==> config.mk <==
export PLATFORM = sky130hd
export DESIGN_NAME = vpa_top
export DESIGN_NICKNAME = d
export VERILOG_FILES = /design/src/common/vpa_pkg.sv /design/src/common/vpa_mgmt_if.sv /design/src/rtl/vpa_mdio_frm.sv /design/src/rtl/vpa_top.sv
export SDC_FILE = /design/constraint.sdc
export NUM_CORES = 1
export LEC_CHECK = 0
export BUFFER_PORTS_ARGS = -buffer_cell sky130_fd_sc_hd__buf_2
export CAP_MARGIN = 25
export CORE_MARGIN = 3
export CORE_UTILIZATION = 52
export CTS_BUF_LIST = sky130_fd_sc_hd__clkbuf_16
export CTS_CLUSTER_SIZE = 12
export DETAILED_ROUTE_END_ITERATION = 16
export GPL_TIMING_DRIVEN = 0
export PLACE_DENSITY_LB_ADDON = 0.25
export SLEW_MARGIN = 20
export SYNTH_ARGS = -nofsm -noshare
export SYNTH_HDL_FRONTEND = slang
export SYNTH_SLANG_ARGS = --single-unit
==> constraint.sdc <==
create_clock -name hclk -period 2.37 [get_ports hclk]
set_input_delay 0.474 -clock hclk [delete_from_list [all_inputs] [get_ports hclk]]
set_output_delay 0.474 -clock hclk [all_outputs]
set_load 0.01 [all_outputs]
==> src/common/vpa_pkg.sv <==
// How it works
// - Clause 22 management registers are reachable over the MDIO pins.
// - Negotiation runs only with autoneg_enable; resets and restart events rerun it.
// - Each negotiation sets complete and page received, and registers the result.
// - Common abilities are the AND of advertised and partner bits, best mode wins.
// - No common ability means negotiation fails and parallel detection is used.
// - Advertisement resets with all four ability bits set; software may rewrite them.
// - Advertisement writes after completion change nothing until negotiation reruns.
// - Partner default abilities come from the duplex pin and the two straps.
// - No next page, remote fault or 100BASE-T4 on either side.
// - Duplex pin and straps are static; their changes never restart negotiation.
// - On success the partner-able bit is set and partner abilities are loaded.
// - Fallback clears partner-able, picks half duplex, strap speed, one ability bit.
// - With negotiation off, speed and duplex come from the control bits.
// - With negotiation on, control speed and duplex bits are ignored.
// - Local pause ability is advertised and resolved against the emulated partner.
// - On success, partner pause bits mirror the local pause bits, so requests are granted.
// - Manual flow control applies when negotiation is off or manual select set.
// - Manual flow control register never changes advertised pause bits.
// - MAC mode with negotiation on: full duplex when pin equals polarity strap.
// - In MAC mode the bank does not answer on MDIO, only on the bus.
// - Management side is local; switch fabric port plays the link partner.
// - Reset control bit resets the block and clears itself after 16 clock cycles.
// - vp_soft_reset clears itself and reads 0 once the reset has finished.
package vpa_pkg;

  // Timing
  localparam int CLK_MHZ      = 125;
  localparam int RCTL_RST_US  = 102;
  localparam int RCTL_RST_CYC = RCTL_RST_US * CLK_MHZ;
  localparam int SOFT_RST_CYC = 16;
  localparam int CNT_W        = 16;

  // Register indices, byte address is four times the index
  localparam logic [4:0] IDX_CTRL = 5'h00;
  localparam logic [4:0] IDX_STAT = 5'h01;
  localparam logic [4:0] IDX_ADV  = 5'h04;
  localparam logic [4:0] IDX_LPA  = 5'h05;
  localparam logic [4:0] IDX_EXP  = 5'h06;
  localparam logic [4:0] IDX_MFC  = 5'h10;
  localparam logic [4:0] IDX_RCTL = 5'h11;

  // Field positions
  localparam int CTRL_RST   = 15;
  localparam int CTRL_SPD   = 13;
  localparam int CTRL_AN    = 12;
  localparam int CTRL_RSTAN = 9;
  localparam int CTRL_DUP   = 8;
  localparam int STAT_ANC   = 5;
  localparam int TECH_LSB   = 5;
  localparam int ADV_SYM    = 10;
  localparam int ADV_ASYM   = 11;
  localparam int EXP_LPAN   = 0;
  localparam int EXP_PR     = 1;
  localparam int MFC_RX     = 0;
  localparam int MFC_TX     = 1;
  localparam int MFC_SEL    = 2;
  localparam int RCTL_VRST  = 1;

  // Reset values, masks and MDIO frame counts
  localparam logic [15:0] CTRL_RST_VAL = 16'h3100;
  localparam logic [15:0] CTRL_WMASK   = 16'h3300;
  localparam logic [15:0] ADV_RST_VAL  = 16'h0DE1;
  localparam logic [15:0] ADV_WMASK    = 16'h0DE0;
  localparam logic [15:0] SEL_FIELD    = 16'h0001;
  localparam logic [15:0] STAT_FIXED   = 16'h780D;
  localparam logic [5:0]  PRE_ONES     = 6'h20;
  localparam logic [5:0]  HDR_LAST     = 6'h0B;
  localparam logic [5:0]  DAT_LAST     = 6'h0F;

  // Synchronised pin positions
  localparam int NPIN  = 6;
  localparam int P_MDC = 0;
  localparam int P_MDI = 1;
  localparam int P_DUP = 2;
  localparam int P_POL = 3;
  localparam int P_SPD = 4;
  localparam int P_MAC = 5;

  typedef enum logic [1:0] {AN_WAIT, AN_RESOLVE, AN_PAGE, AN_DONE} vpa_an_t;
  typedef enum logic [2:0] {MI_IDLE, MI_HDR, MI_TA, MI_RDAT, MI_WDAT} vpa_mi_t;

  typedef struct packed {
    vpa_an_t          an;
    logic [15:0]      ctrl;
    logic [15:0]      adv;
    logic [15:0]      lpa;
    logic [1:0]       exp;
    logic [2:0]       mfc;
    logic             anc;
    logic             sr_rc;
    logic             busy;
    logic [CNT_W-1:0] rst_cnt;
    logic             res_spd;
    logic             res_dup;
    logic             res_rx;
    logic             res_tx;
    logic             port_spd;
    logic             port_dup;
    logic             fc_rx;
    logic             fc_tx;
    logic [NPIN-1:0]  s1;
    logic [NPIN-1:0]  s2;
    logic [NPIN-1:0]  s3;
    logic [NPIN-1:0]  pin_st;
    logic             mdc_rise;
    logic             ahb_wr;
    logic             ahb_map;
    logic [4:0]       ahb_idx;
    logic [15:0]      hrd;
  } vpa_st_t;

  typedef struct packed {
    vpa_mi_t     st;
    logic [5:0]  cnt;
    logic [15:0] sh;
    logic        rd_op;
    logic [4:0]  regad;
    logic        mdo;
    logic        oe;
    logic        wr;
  } vpa_mi_st_t;

  // Power-up starts busy, so the straps settle before the first negotiation
  localparam vpa_st_t ST_RST = '{an: AN_WAIT, ctrl: CTRL_RST_VAL, adv: ADV_RST_VAL,
                                 lpa: SEL_FIELD, busy: 1'b1,
                                 rst_cnt: CNT_W'(SOFT_RST_CYC - 1), default: '0};

endpackage : vpa_pkg

==> src/common/vpa_mgmt_if.sv <==
`timescale 1ns/1ps
interface vpa_mgmt_if;
  logic        mdc_rise;
  logic        mdio_bit;
  logic        enable;
  logic        req_wr;
  logic [4:0]  reg_addr;
  logic [15:0] wdata;
  logic [15:0] rdata;
  logic        mdio_out;
  logic        mdio_oe;

  modport frm (input mdc_rise, input mdio_bit, input enable, input rdata,
               output req_wr, output reg_addr, output wdata, output mdio_out,
               output mdio_oe);
  modport regs (output mdc_rise, output mdio_bit, output enable, output rdata,
                input req_wr, input reg_addr, input wdata, input mdio_out,
                input mdio_oe);
endinterface : vpa_mgmt_if

==> src/rtl/vpa_mdio_frm.sv <==
`timescale 1ns/1ps
module vpa_mdio_frm #(
  parameter logic [4:0] PHY_ADDR = 5'h00
) (
  input wire logic   hclk,
  input wire logic   hresetn,
  vpa_mgmt_if.frm    mi
);

  vpa_pkg::vpa_mi_st_t s;
  vpa_pkg::vpa_mi_st_t n;
  logic                b;

  //////////////////////////////////////////////////////////////////////////
  // Frame walker, one step per management clock rising edge
  always_comb
  begin
    n    = s;
    n.wr = 1'b0;
    b    = mi.mdio_bit;
    if (!mi.enable)
    begin
      n.st = vpa_pkg::MI_IDLE;
      n.oe = 1'b0;
    end
    else if (mi.mdc_rise)
    begin
      n.cnt = s.cnt + 6'h01;
      case (s.st)
        vpa_pkg::MI_IDLE:
        begin
          n.sh = {s.sh[14:0], b};
          if (b && !s.sh[0] && s.cnt >= vpa_pkg::PRE_ONES)
          begin
            n.st  = vpa_pkg::MI_HDR;
            n.cnt = 6'h00;
          end
          else if (b && !s.sh[0])
            n.cnt = 6'h01;
          else if (b && s.cnt >= vpa_pkg::PRE_ONES)
            n.cnt = s.cnt;
          else if (!b)
            n.cnt = s.sh[0] ? s.cnt : 6'h00;
        end
        vpa_pkg::MI_HDR:
        begin
          n.sh = {s.sh[14:0], b};
          if (s.cnt == vpa_pkg::HDR_LAST)
          begin
            n.regad = {s.sh[3:0], b};
            n.cnt   = 6'h00;
            n.rd_op = s.sh[10:9] == 2'h2;
            if (s.sh[8:4] == PHY_ADDR && (s.sh[10:9] == 2'h2 || s.sh[10:9] == 2'h1))
              n.st = vpa_pkg::MI_TA;
            else
            begin
              n.st = vpa_pkg::MI_IDLE;
              n.sh = '0;
            end
          end
        end
        vpa_pkg::MI_TA:
        begin
          if (s.cnt == 6'h00)
          begin
            n.oe  = s.rd_op;
            n.mdo = 1'b0;
          end
          else
          begin
            n.cnt = 6'h00;
            if (s.rd_op)
            begin
              n.mdo = mi.rdata[15];
              n.sh  = {mi.rdata[14:0], 1'b0};
              n.st  = vpa_pkg::MI_RDAT;
            end
            else
              n.st = vpa_pkg::MI_WDAT;
          end
        end
        vpa_pkg::MI_RDAT:
        begin
          if (s.cnt == vpa_pkg::DAT_LAST)
          begin
            n.oe  = 1'b0;
            n.st  = vpa_pkg::MI_IDLE;
            n.sh  = '0;
            n.cnt = 6'h00;
          end
          else
          begin
            n.mdo = s.sh[15];
            n.sh  = {s.sh[14:0], 1'b0};
          end
        end
        vpa_pkg::MI_WDAT:
        begin
          n.sh = {s.sh[14:0], b};
          if (s.cnt == vpa_pkg::DAT_LAST)
          begin
            n.wr  = 1'b1;
            n.st  = vpa_pkg::MI_IDLE;
            n.cnt = 6'h00;
          end
        end
        default: n.st = vpa_pkg::MI_IDLE;
      endcase
    end
  end

  // State register
  always_ff @(posedge hclk or negedge hresetn)
  begin
    if (!hresetn)
      s <= '0;
    else
      s <= n;
  end

  // Outputs straight from flops
  assign mi.req_wr   = s.wr;
  assign mi.reg_addr = s.regad;
  assign mi.wdata    = s.sh;
  assign mi.mdio_out = s.mdo;
  assign mi.mdio_oe  = s.oe;

endmodule : vpa_mdio_frm

==> src/rtl/vpa_top.sv <==
`timescale 1ns/1ps
module vpa_top #(
  parameter logic [4:0]  PHY_ADDR     = 5'h00,
  parameter logic [15:0] RCTL_RST_CYC = 16'(vpa_pkg::RCTL_RST_CYC)
) (
  input  wire logic        hclk,
  input  wire logic        hresetn,
  input  wire logic        hsel,
  input  wire logic [31:0] haddr,
  input  wire logic [1:0]  htrans,
  input  wire logic        hwrite,
  input  wire logic [2:0]  hsize,
  input  wire logic [31:0] hwdata,
  input  wire logic        hready,
  output logic             hreadyout,
  output logic             hresp,
  output logic      [31:0] hrdata,
  input  wire logic        mdc,
  input  wire logic        mdio_level,
  output logic             mdio_value,
  output logic             mdio_enable,
  input  wire logic        port0_duplex_pin,
  input  wire logic        duplex_polarity_strap,
  input  wire logic        speed_default_strap,
  input  wire logic        mac_mode_pin,
  input  wire logic        digital_soft_reset,
  input  wire logic        eeprom_reload,
  output logic             port_speed_100,
  output logic             port_full_duplex,
  output logic             port_rx_pause_en,
  output logic             port_tx_pause_en
);

  vpa_pkg::vpa_st_t s;
  vpa_pkg::vpa_st_t n;
  logic [5:0]       agree;
  logic             an_en;
  logic             dup_match;
  logic [3:0]       lpa_tech;
  logic [3:0]       common;
  logic [1:0]       best;
  logic             restart;
  logic             manual;

  vpa_mgmt_if mi ();

  //////////////////////////////////////////////////////////////////////////
  // Functions

  // Register read view shared by the bus and the MDIO side
  function automatic logic [15:0] vpa_rd(input vpa_pkg::vpa_st_t r, input logic [4:0] idx);
    logic [15:0] v;
    v = 16'h0000;
    case (idx)
      vpa_pkg::IDX_CTRL: v = r.ctrl;
      vpa_pkg::IDX_STAT: v = vpa_pkg::STAT_FIXED | (16'(r.anc) << vpa_pkg::STAT_ANC);
      vpa_pkg::IDX_ADV:  v = r.adv;
      vpa_pkg::IDX_LPA:  v = r.lpa;
      vpa_pkg::IDX_EXP:  v = {14'h0000, r.exp};
      vpa_pkg::IDX_MFC:  v = {10'h000, r.port_dup, r.fc_tx, r.fc_rx, r.mfc};
      vpa_pkg::IDX_RCTL: v = {14'h0000, r.sr_rc, 1'b0};
      default:           v = 16'h0000;
    endcase
    return v;
  endfunction : vpa_rd

  // Register write shared by the bus and the MDIO side
  function automatic vpa_pkg::vpa_st_t vpa_wr(input vpa_pkg::vpa_st_t r,
                                              input logic [4:0] idx,
                                              input logic [15:0] d);
    vpa_pkg::vpa_st_t w;
    w = r;
    case (idx)
      vpa_pkg::IDX_CTRL:
      begin
        w.ctrl = d & vpa_pkg::CTRL_WMASK;
        w.ctrl[vpa_pkg::CTRL_RST] = d[vpa_pkg::CTRL_RST] | r.ctrl[vpa_pkg::CTRL_RST];
        w.ctrl[vpa_pkg::CTRL_RSTAN] = d[vpa_pkg::CTRL_RSTAN];
      end
      // No next page, remote fault or T4 bits can be set
      vpa_pkg::IDX_ADV:  w.adv = (d & vpa_pkg::ADV_WMASK) | vpa_pkg::SEL_FIELD;
      // Manual settings live apart from the advert
      vpa_pkg::IDX_MFC:  w.mfc = d[2:0];
      vpa_pkg::IDX_RCTL: w.sr_rc = r.sr_rc | d[vpa_pkg::RCTL_VRST];
      default:           w = r;
    endcase
    return w;
  endfunction : vpa_wr

  // Partner default abilities {100F, 100H, 10F, 10H}
  function automatic logic [3:0] vpa_lpa_def(input logic full, input logic spd100);
    return spd100 ? {full, 1'b1, full, 1'b1} : {2'b00, full, 1'b1};
  endfunction : vpa_lpa_def

  // Best common mode as {speed100, full}
  function automatic logic [1:0] vpa_best(input logic [3:0] c);
    logic [1:0] m;
    m = 2'b00;
    if (c[3])
      m = 2'b11;
    else if (c[2])
      m = 2'b10;
    else if (c[1])
      m = 2'b01;
    return m;
  endfunction : vpa_best

  //////////////////////////////////////////////////////////////////////////
  // MDIO frame handler, silent in MAC mode
  assign mi.mdc_rise = s.mdc_rise;
  assign mi.mdio_bit = s.pin_st[vpa_pkg::P_MDI];
  assign mi.enable   = !s.pin_st[vpa_pkg::P_MAC];
  assign mi.rdata    = vpa_rd(s, mi.reg_addr);

  // Clause 22 bank on the management pins
  vpa_mdio_frm #(
    .PHY_ADDR (PHY_ADDR)
  ) u_frm (
    .hclk    (hclk),
    .hresetn (hresetn),
    .mi      (mi.frm)
  );

  //////////////////////////////////////////////////////////////////////////
  // Next state
  always_comb
  begin
    n         = s;
    // Pin synchronisers, a bit moves once stages two and three agree
    n.s1      = {mac_mode_pin, speed_default_strap, duplex_polarity_strap,
                 port0_duplex_pin, mdio_level, mdc};
    n.s2      = s.s1;
    n.s3      = s.s2;
    agree     = ~(s.s2 ^ s.s3);
    n.pin_st  = (s.pin_st & ~agree) | (s.s3 & agree);
    n.mdc_rise = n.pin_st[vpa_pkg::P_MDC] & ~s.pin_st[vpa_pkg::P_MDC];
    an_en     = s.ctrl[vpa_pkg::CTRL_AN];
    dup_match = s.pin_st[vpa_pkg::P_DUP] == s.pin_st[vpa_pkg::P_POL];
    lpa_tech  = vpa_lpa_def(dup_match, s.pin_st[vpa_pkg::P_SPD]);
    common    = s.adv[vpa_pkg::TECH_LSB +: 4] & lpa_tech;
    best      = vpa_best(common);
    restart   = 1'b0;
    manual    = 1'b0;

    // Bus address phase, word writes only, reads of any size
    n.ahb_wr  = hsel && hready && htrans[1] && hwrite && hsize == 3'h2;
    n.ahb_map = haddr[31:7] == 25'h0000000;
    if (hsel && hready && htrans[1])
      n.ahb_idx = haddr[6:2];

    // Register writes from the bus data phase and from MDIO
    if (s.ahb_wr && s.ahb_map)
      n = vpa_wr(n, s.ahb_idx, hwdata[15:0]);
    if (mi.req_wr && mi.reg_addr != vpa_pkg::IDX_RCTL)
      n = vpa_wr(n, mi.reg_addr, mi.wdata);

    // Restart events only, pin changes never rerun it
    if (n.ctrl[vpa_pkg::CTRL_RSTAN] || digital_soft_reset || eeprom_reload)
    begin
      restart = 1'b1;
      n.ctrl[vpa_pkg::CTRL_RSTAN] = 1'b0;
    end

    // Soft resets, self clearing when the count runs out
    if (s.busy && s.rst_cnt == '0)
    begin
      n.busy  = 1'b0;
      n.sr_rc = 1'b0;
      n.ctrl[vpa_pkg::CTRL_RST] = 1'b0;
    end
    else if (n.ctrl[vpa_pkg::CTRL_RST] || n.sr_rc)
    begin
      n.ctrl  = vpa_pkg::CTRL_RST_VAL | (n.ctrl & 16'h8000);
      n.adv   = vpa_pkg::ADV_RST_VAL;
      n.mfc   = 3'h0;
      restart = 1'b1;
      if (!s.busy)
      begin
        n.busy    = 1'b1;
        n.rst_cnt = n.sr_rc ? RCTL_RST_CYC - 16'h0001
                            : 16'(vpa_pkg::SOFT_RST_CYC - 1);
      end
      else
        n.rst_cnt = s.rst_cnt - 16'h0001;
    end
    // Power-up settle, lets the straps pass the synchronisers first
    else if (s.busy)
      n.rst_cnt = s.rst_cnt - 16'h0001;

    // Negotiation sequence
    if (restart)
    begin
      n.an  = vpa_pkg::AN_WAIT;
      n.anc = 1'b0;
      n.exp = 2'b00;
    end
    else
    begin
      case (s.an)
        vpa_pkg::AN_WAIT:
          if (an_en && !s.busy)
            n.an = vpa_pkg::AN_RESOLVE;
        vpa_pkg::AN_RESOLVE:
        begin
          n.an  = vpa_pkg::AN_PAGE;
          n.lpa = vpa_pkg::SEL_FIELD;
          if (|common)
          begin
            // Success, partner mirrors local pause
            n.res_spd = best[1];
            n.res_dup = best[0];
            n.res_rx  = s.adv[vpa_pkg::ADV_SYM];
            n.res_tx  = s.adv[vpa_pkg::ADV_SYM] | s.adv[vpa_pkg::ADV_ASYM];
            n.exp[vpa_pkg::EXP_LPAN] = 1'b1;
            n.lpa[vpa_pkg::TECH_LSB +: 4] = lpa_tech;
            n.lpa[vpa_pkg::ADV_SYM]  = s.adv[vpa_pkg::ADV_SYM];
            n.lpa[vpa_pkg::ADV_ASYM] = s.adv[vpa_pkg::ADV_ASYM];
          end
          else
          begin
            // Parallel detect fallback
            n.res_spd = s.pin_st[vpa_pkg::P_SPD];
            n.res_dup = 1'b0;
            n.res_rx  = 1'b0;
            n.res_tx  = 1'b0;
            n.exp[vpa_pkg::EXP_LPAN] = 1'b0;
            n.lpa[vpa_pkg::TECH_LSB +: 4] = s.pin_st[vpa_pkg::P_SPD] ? 4'h4 : 4'h1;
          end
        end
        vpa_pkg::AN_PAGE:
        begin
          n.exp[vpa_pkg::EXP_PR] = 1'b1;
          n.an = vpa_pkg::AN_DONE;
        end
        vpa_pkg::AN_DONE:
          n.anc = 1'b1;   // Result already held
        default: n.an = vpa_pkg::AN_WAIT;
      endcase
    end

    // Operating mode
    if (!an_en)
    begin
      n.port_spd = s.ctrl[vpa_pkg::CTRL_SPD];
      n.port_dup = s.ctrl[vpa_pkg::CTRL_DUP];
    end
    else
    begin
      n.port_spd = s.res_spd;
      n.port_dup = s.pin_st[vpa_pkg::P_MAC] ? dup_match : s.res_dup;
    end

    // Flow control, manual or negotiated
    manual = !an_en || s.mfc[vpa_pkg::MFC_SEL];
    n.fc_rx = manual ? s.mfc[vpa_pkg::MFC_RX] : s.res_rx & n.port_dup;
    n.fc_tx = manual ? s.mfc[vpa_pkg::MFC_TX] : s.res_tx & n.port_dup;

    // Read data after this cycle's writes, so back to back stays coherent
    n.hrd = 16'h0000;
    if (hsel && hready && htrans[1] && !hwrite && haddr[31:7] == 25'h0000000)
      n.hrd = vpa_rd(n, haddr[6:2]);
  end

  // State register
  always_ff @(posedge hclk or negedge hresetn)
  begin
    if (!hresetn)
      s <= vpa_pkg::ST_RST;
    else
      s <= n;
  end

  // Outputs
  assign hreadyout        = 1'b1;
  assign hresp            = 1'b0;
  assign hrdata           = {16'h0000, s.hrd};
  assign mdio_value       = mi.mdio_out;
  assign mdio_enable      = mi.mdio_oe;
  assign port_speed_100   = s.port_spd;
  assign port_full_duplex = s.port_dup;
  assign port_rx_pause_en = s.fc_rx;
  assign port_tx_pause_en = s.fc_tx;
endmodule : vpa_top

# --- Word-level counts from Yosys, hierarchy flattened ---
# Index checks and enable logic that the tools add are counted.
# Widths: inputs -> output; s select.
totals:
  out_inout_bits: 40
  register_bits: 164
  inputBits: 82
  wordCells: 226
classes:
  eq_ne: 41
  muxes: 86
  n_reduce_logical: 44
  bitwise: 17
  n_lt_le_gt_ge: 1
  n_addsub: 2
ops:
  columns: ["operator", "count"]
  rows:
  - ["$mux 128", 2]
  - ["$mux 16", 14]
  - ["$pmux 16 s7", 2]
  - ["$pmux 22 s5", 1]
  - ["$mux 31", 3]
  - ["$mux 6", 6]
  - ["$eq 5x3->1 const B", 7]
  - ["$mux 34", 1]
  - ["$eq 5x5->1 const B", 6]
  - ["$mux 1", 29]
  - ["$logic_not 25->1", 1]
  - ["$mux 25", 1]
  - ["$mux 3", 8]
  - ["$logic_not 5->1", 4]
  - ["$mux 4", 5]
  - ["$logic_not 16->1", 1]
  - ["$mux 2", 8]
  - ["$sub 16x1->16 const B", 1]
  - ["$reduce_and 5->1", 3]
  - ["$logic_and 1x1->1", 14]
  - ["$mux 14", 1]
  - ["$and 6x6->6", 2]
  - ["$eq 6x4->1 const B", 2]
  - ["$ne 3x2->1 const B", 4]
  - ["38 further kinds", 65]

# --- Logic depth before layout (Yosys ltp) ---
# Gate-level depths: netlist of the first run.
depth:
  depth_word: 18
  mapped_depth: 11
  mapped_depth_nobuf: 9

# --- By module ---
# Synthesis of the first run repeated with hierarchy kept, for this count alone.
unflattened:
  hier_cells: 855
  area_unflattened_um2: 8479.4
modules_own_cells:
  columns: ["mod", "instances", "area_each_um2", "cells_each", "seq_area_each_um2"]
  rows:
  - ["vpa_top", 1, 6309.8, 610, 3273.1]
  - ["vpa_mdio_frm", 1, 2169.6, 245, 850.8]

# --- Worst setup path after synthesis of the first run ---
# Ideal clock, no wire load.
synth_path:
  path_kind: "register to register"
  startpoint: "register u_frm.s, in the netlist u_frm.mi.reg_addr[0]"
  endpoint: "register s, in the netlist hrdata[7]"
  synth_period_minus_slack_ps: 2409
  slack_ps: -39
  setup_time_ps: 132
  path_stages_with_launch: 11
  t_arrival_ps: 2277
  n_path_buf: 3
  required_ps: 2238
  path_cell_list: "dfrtp_1 buf_6 nor4b_2 a31oi_1 and3_1 buf_2 o21ai_2 buf_6 mux2_4 a222oi_1 nor2_1"
synth_rtl:
  columns: ["item", "line", "text"]
  rows:
  - ["start: declaration", "vpa_mdio_frm.sv:10", "vpa_pkg::vpa_mi_st_t s;"]
  - ["start signal: assignment", "vpa_mdio_frm.sv:118", "s <= n;"]
  - ["end signal: assignment", "vpa_top.sv:268", "s <= vpa_pkg::ST_RST;"]
  - ["end signal: assignment", "vpa_top.sv:270", "s <= n;"]
  - ["end: declaration", "vpa_top.sv:34", "vpa_pkg::vpa_st_t s;"]

==> impl_metrics.tcl, run 1 <==
set metrics [dict create \
    ir_worst_vdd_uv 555 \
    relSlewSlack 0.326 \
    status "complete, but fails checks" \
    core_area_sq_mm 0.0149 \
    max-cap-violations 0 \
    cts_buffers 17 \
    grt_max_degree 94 \
    setup_slack_ps -259 \
    routed_wl_um 22100 \
    skew_ps 10.3 \
    drv_slew 0 \
    drc 0 \
    fp.dieW_um 131 \
    multi_input_area_sq_mm 0.00379 \
    ios 122 \
    powerDensity_mw_per_mm2 652 \
    hold_violations 0 \
    grt_usage 0.261 \
    antenna_found_initial 0 \
    drive_above_1_share 0.304 \
    yosysTopAreaCell "dfrtp_1" \
    detail_route.iter0.violations 982 \
    fmax_ghz 0.380 \
    cts_buffer_depth 2 \
    ff2ff_setup_slack_ps -260 \
    ys_ff_latch 164 \
    ff_latch_area_sq_mm 0.00413 \
    initial_core_util 0.543 \
    fin_crit_ps 2630 \
    cts_tree "yes" \
    cp_max_fo 6 \
    postSynthAreaPerCell_sq_um 9.96 \
    grt_first_pass_wirelength_um 34000 \
    ys.flop_type "dfrtp_1" \
    syn_inst 810 \
    yosysUniqueCellTypes 71 \
    drtAntennaViolNets 0 \
    setup_viol 20 \
    synth_warnings 0 \
    p_leak_uw 0.00466 \
    firstDrtPassIters 9 \
    ctsHoldBuffers 0 \
    crit_type "reg2reg" \
    grt_pass1_vias 6323 \
    reg2reg_depth 8 \
    fin_util 0.669 \
    nNetsFinal 1046 \
    timing.rr.start "u_frm.mi.reg_addr[4]" \
    grt_setup_unrepaired "yes" \
    clk_root_buffer_cell "clkbuf_16" \
    antenna_cells 0 \
    start_kind "flop" \
    async_reset_ff_frac 1.00 \
    vias 6803 \
    grt-ovfl-total 0 \
    path_clk_slew_ps 60 \
    viasPerCell 5.90 \
    finalCritPeriodShare 1.11 \
    port-buffer-count 81 \
    cp_data_required_time_ps 2660 \
    yosys-top-cells-count "dfrtp_1 (148), nand2_1 (80), nor2_1 (75)" \
    area_delta_synth_final_pct 23.2 \
    yosysSeqAreaShare 0.511 \
    endpoint_kind "flop" \
    synth_area_sq_mm 0.00807 \
    yosysMostFrequentCell "dfrtp_1" \
    wl_per_cell_um 19.2 \
    detailed_place_hpwl_um 15000 \
    synth_top_area_share 0.459 \
    synth_edf_count 0 \
    arrival_ps 2920 \
    violations "negative setup slack" \
    tightest_slew_ps 1010 \
    fillCellCount 1184 \
    rows 44 \
    hold_slack_ps 61.3 \
    fp.dieH_um 131 \
    min_path_type "in2async" \
    insertion_delay_ps 430 \
    gp_congestion 0.915 \
    r2r-end "hrdata[7]" \
    ctsHtreeMaxLevel 4 \
    netlist_top_cells_area "dfrtp_1 (46%), dfstp_2 (5.2%), a21oi_1 (4.0%), nand2_1 (3.7%), nor2_1 (3.5%)" \
    die_area_sq_mm 0.0170 \
    clock-sinks 164 \
]
[cell families (layout without fill, tap and decap cells)]
| kind of cell | count (synthesis) | after routing | share of synthesized area |
|---|---|---|---|
| compound gates | 190 | 190 | 0.152 |
| xor+xnor | 14 | 14 | 0.0152 |
| fa+ha+maj | 14 | 14 | 0.0198 |
| buf+inv | 83 | 225 | 0.0595 |
| flops | 164 | 164 | 0.511 |
| mux | 34 | 34 | 0.0450 |
| other cells | 2 | 19 | 0.000931 |
| simple gates | 309 | 309 | 0.197 |
[power by group]
part / internal [uW] / switching (uW)
clock network: 1560 / 1160
registers: 2970 / 179
logic: 263 / 352
total: 4790 / 1690
[layer usage]
layer	GRT usage	part of all wire
met2	0.395	0.47
met4	0.106	0.034
met1	0.362	0.42
met3	0.0654	0.077
met5	0	0
[worst max-delay path, stage by stage, from the launching register on]
cell and delay, ps:
dfrtp_2 470, or4b_4 560, o211ai_1 240, and4b_2 310
o21ai_4 80, buf_6 140, mux2_4 300, a222oi_1 300
nor2_1 90
[repair_timing]
item	4_1_cts	5_1_grt
gates resized for setup	42	47
hold endpoints to repair	0	0
pin swaps	18	17
setup endpoints to repair	73	59
gates cloned	0	1
buffers inserted	13	19
[worst max-delay path by stage]
stage | slack, ps | from | to | cells past startpoint
final | -260 | u_frm.mi.reg_addr[4] | hrdata[7] | 8
after global routing | -390 | u_frm.mi.reg_addr[0] | hrdata[7] | 9
after CTS | -220 | s[59] | hrdata[12] | 8
after detailed placement | -400 | u_frm.mi.reg_addr[1] | u_frm.mi.wdata[3] | 8
after global placement | -1670 | hresetn | s[46] | 1
after floorplan | 1 | u_frm.mi.reg_addr[0] | hrdata[7] | 9
[layout make-up]
cell class                 count  area share
buffer                        60      0.0434
clock buffer                  17      0.0428
clock inverter                15      0.0154
inverter                      19     0.00718
multi-input combinational    580       0.381
sequential                   164       0.415
tap                          184      0.0232
timing repair buffer         114      0.0720
[placed cells by master (no fill, tap or decap), types with 7 or more instances in the layout]
cell       count
nand2b_1       7
nor4_1        11
dfstp_2       16
mux2i_1       17
and2_1        33
or2_2          7
nor2b_1       10
clkbuf_16     17
nand3_1       17
buf_4         64
xor2_1         8
nor2_1        70
mux2_2        14
ha_1           7
conb_1        19
nand2_1       80
a21oi_1       62
a31oi_1       12
a22oi_1       16
inv_1         19
dfrtp_1      147
nor3_1        10
o21ai_0       39
a222oi_1      13
buf_2         84
[metrics by stage]
step / cell area [sq um] / total power (uW) / setup WS [ps] / TNS (ps) / std cells
2_1_floorplan: 8140 / 3500 / 1.46 / 0 / 827
3_3_place_gp: 8780 / 3750 / -1670 / -276330 / 1092
3_5_place_dp: 8830 / 3770 / -405 / -13190 / 1093
4_1_cts: 9670 / 6490 / -222 / -3030 / 1137
5_1_grt: 9940 / 6780 / -386 / -5790 / 1153
6_report: 9940 / 6480 / -259 / -3140 / 1153
[state kept, by name, indices dropped and copies added (netlist names), named ones only]
register and cells:
an_en 1, hrdata 16, u_frm.mi.wdata 16, u_frm.mi.mdio_out 1, u_frm.mi.req_wr 1, u_frm.mi.mdio_oe 1, u_frm.s 10, port_full_duplex 1
s 103, port_tx_pause_en 1, port_speed_100 1, port_rx_pause_en 1, mi.mdc_rise 1, u_frm.mi.reg_addr 5
Note: power is estimated with default switching activity, not from simulation.
==> run 2, diff against run 1 <==
SETUP_SLACK_MARGIN = 0.02   (was default)
==> impl_metrics.tcl, run 2 (same netlist as run 1, synthesis figures left out) <==
set metrics [dict create \
    insertion_delay_ps 430 \
    start_kind "flop" \
    die_area_sq_mm 0.0170 \
    top_register "s" \
    drtAntennaViolNets 0 \
    arrival_ps 2950 \
    cp_data_required_time_ps 2650 \
    hold_violations 3 \
    power.total_uw 6310 \
    fin_util 0.695 \
    path_clk_slew_ps 70 \
    port-buffer-count 81 \
    switchingPower_uw 1720 \
    antenna_cells 0 \
    critPathSlowestCell "nor4_1" \
    dpl_cell_area_sq_mm 0.00884 \
    relSlewSlack 0.346 \
    viasPerCell 6.01 \
    drv_slew 0 \
    clk_root_buffer_cell "clkbuf_16" \
    ctsHtreeMaxLevel 4 \
    gp_congestion 0.931 \
    endpoint_kind "flop" \
    p_sw_frac 0.273 \
    min_path_type "in2async" \
    hold_slack_ps -6.66 \
    grt_first_pass_wirelength_um 35700 \
    routed_wl_um 22900 \
    mostFrequentLayoutCells "dfrtp_1 (147), buf_2 (85), nand2_1 (75), buf_4 (74), nor2_1 (69)" \
    core_area_sq_mm 0.0149 \
    finalCritPeriodShare 1.13 \
    fp.dieH_um 131 \
    powerDensity_mw_per_mm2 611 \
    violations "negative hold slack, negative setup slack" \
    layout_commonest_cell "dfrtp_1" \
    ir_worst_vdd_uv 663 \
    wl_per_cell_um 19.5 \
    comb_power_share 0.100 \
    fin_crit_ps 2670 \
    path_cells "nor4_1 -> nor2b_4 -> and3_4 -> buf_8 -> nor2_4 -> or3_1 -> a222oi_1 -> nor2_1" \
    cts_buffers 17 \
    grt_usage 0.274 \
    p_int_uw 4590 \
    largest_reg_flops 103 \
    max-cap-violations 0 \
    skew_ps 10.5 \
    antenna_found_initial 0 \
    grt-ovfl-total 0 \
    grt_setup_unrepaired "yes" \
    rows 44 \
    power_frac_seq 0.500 \
    fmax_ghz 0.375 \
    pwr-share-clk 0.400 \
    status "complete, but fails checks" \
    crit_buf_inv 1 \
    setup_viol 28 \
    grt_max_degree 91 \
    p_leak_uw 0.00480 \
    tightest_slew_ps 972 \
    drc 0 \
    detailed_place_hpwl_um 15100 \
    cp_max_fo 6 \
    cts_tree "yes" \
    initial_core_util 0.543 \
    fp.dieW_um 131 \
    crit_type "reg2reg" \
    setup_slack_ps -298 \
    ios 122 \
    clock-sinks 164 \
    area_delta_synth_final_pct 28.0 \
    cts_buffer_depth 2 \
    detail_route.iter0.violations 964 \
    crit_family "simple AND/OR/NAND/NOR gates" \
    firstDrtPassIters 6 \
    grt_pass1_vias 6711 \
    max_stage_delay_ps 480 \
    drive_above_1_share 0.345 \
    nNetsFinal 1071 \
    design_area_sq_mm 0.0103 \
    vias 7079 \
]
run 2: path summary, 6_finish.rpt:
kind                                startpoint          to  slack [ps]  cells past startpoint
max reg2reg                              s[64]  hrdata[13]        -300                      8
min reg2reg                              s[46]       s[40]         350                      0
min in group hclk          speed_default_strap       s[46]         150                      1
max in group asynchronous              hresetn      s[103]        1510                      2
min                                    hresetn       s[60]          -7                      1
max                                      s[64]  hrdata[13]        -300                      8
run 2: cell type report:
cell class | instances | area, sq um
Clock inverter | 15 | 106
Tap cell | 184 | 230
Inverter | 19 | 75.1
Timing Repair Buffer | 140 | 956
Clock buffer | 17 | 425
Fill cell | 1115 | 4540
Buffer | 59 | 444
Sequential cell | 164 | 4130
Multi-Input combinational cell | 580 | 3970
run 2: worst reg2reg max path, delay by kind of cell, from the launching register on:
kind,cells,cell delay (ps)
AND/OR/NAND/NOR,6,1590
flip-flops,1,450
AO/OA/AOI/OAI,1,350
buffers and inverters,1,130
run 2: stage by stage:
stage          hold slack, ps  TNS [ps]  instances  setup WS [ps]
2_1_floorplan             178         0        827           44.8
3_3_place_gp              331   -276470       1092          -1670
3_5_place_dp              336    -14070       1094           -379
4_1_cts                  34.7     -2280       1160           -232
5_1_grt                  49.1     -6750       1178           -355
6_report                -6.66     -3060       1178           -298
run 2: power by group through the flow:
stage          Combinational (uW)  Sequential, uW  Clock [uW]
2_1_floorplan                 370            3130           0
3_3_place_gp                  561            3180           0
3_5_place_dp                  586            3190           0
4_1_cts                       607            3140        2540
5_1_grt                       716            3170        2670
6_report                      630            3160        2520
run 2: per-layer routing:
layer,wire (um),vias up,GRT usage
met3,1800,73,0.0675
met5,0,-,0
met4,920,0,0.105
met1,9340,3446,0.365
li1,-,3191,-
met2,10900,369,0.436
run 2: repair_timing:
action / CTS / global route
buffers inserted: 33 / 22
hold buffers: 0 / 0
endpoints found under the setup margin: 81 / 86
cloned: 2 / 0
gates resized for setup: 86 / 64
pin swaps: 38 / 24
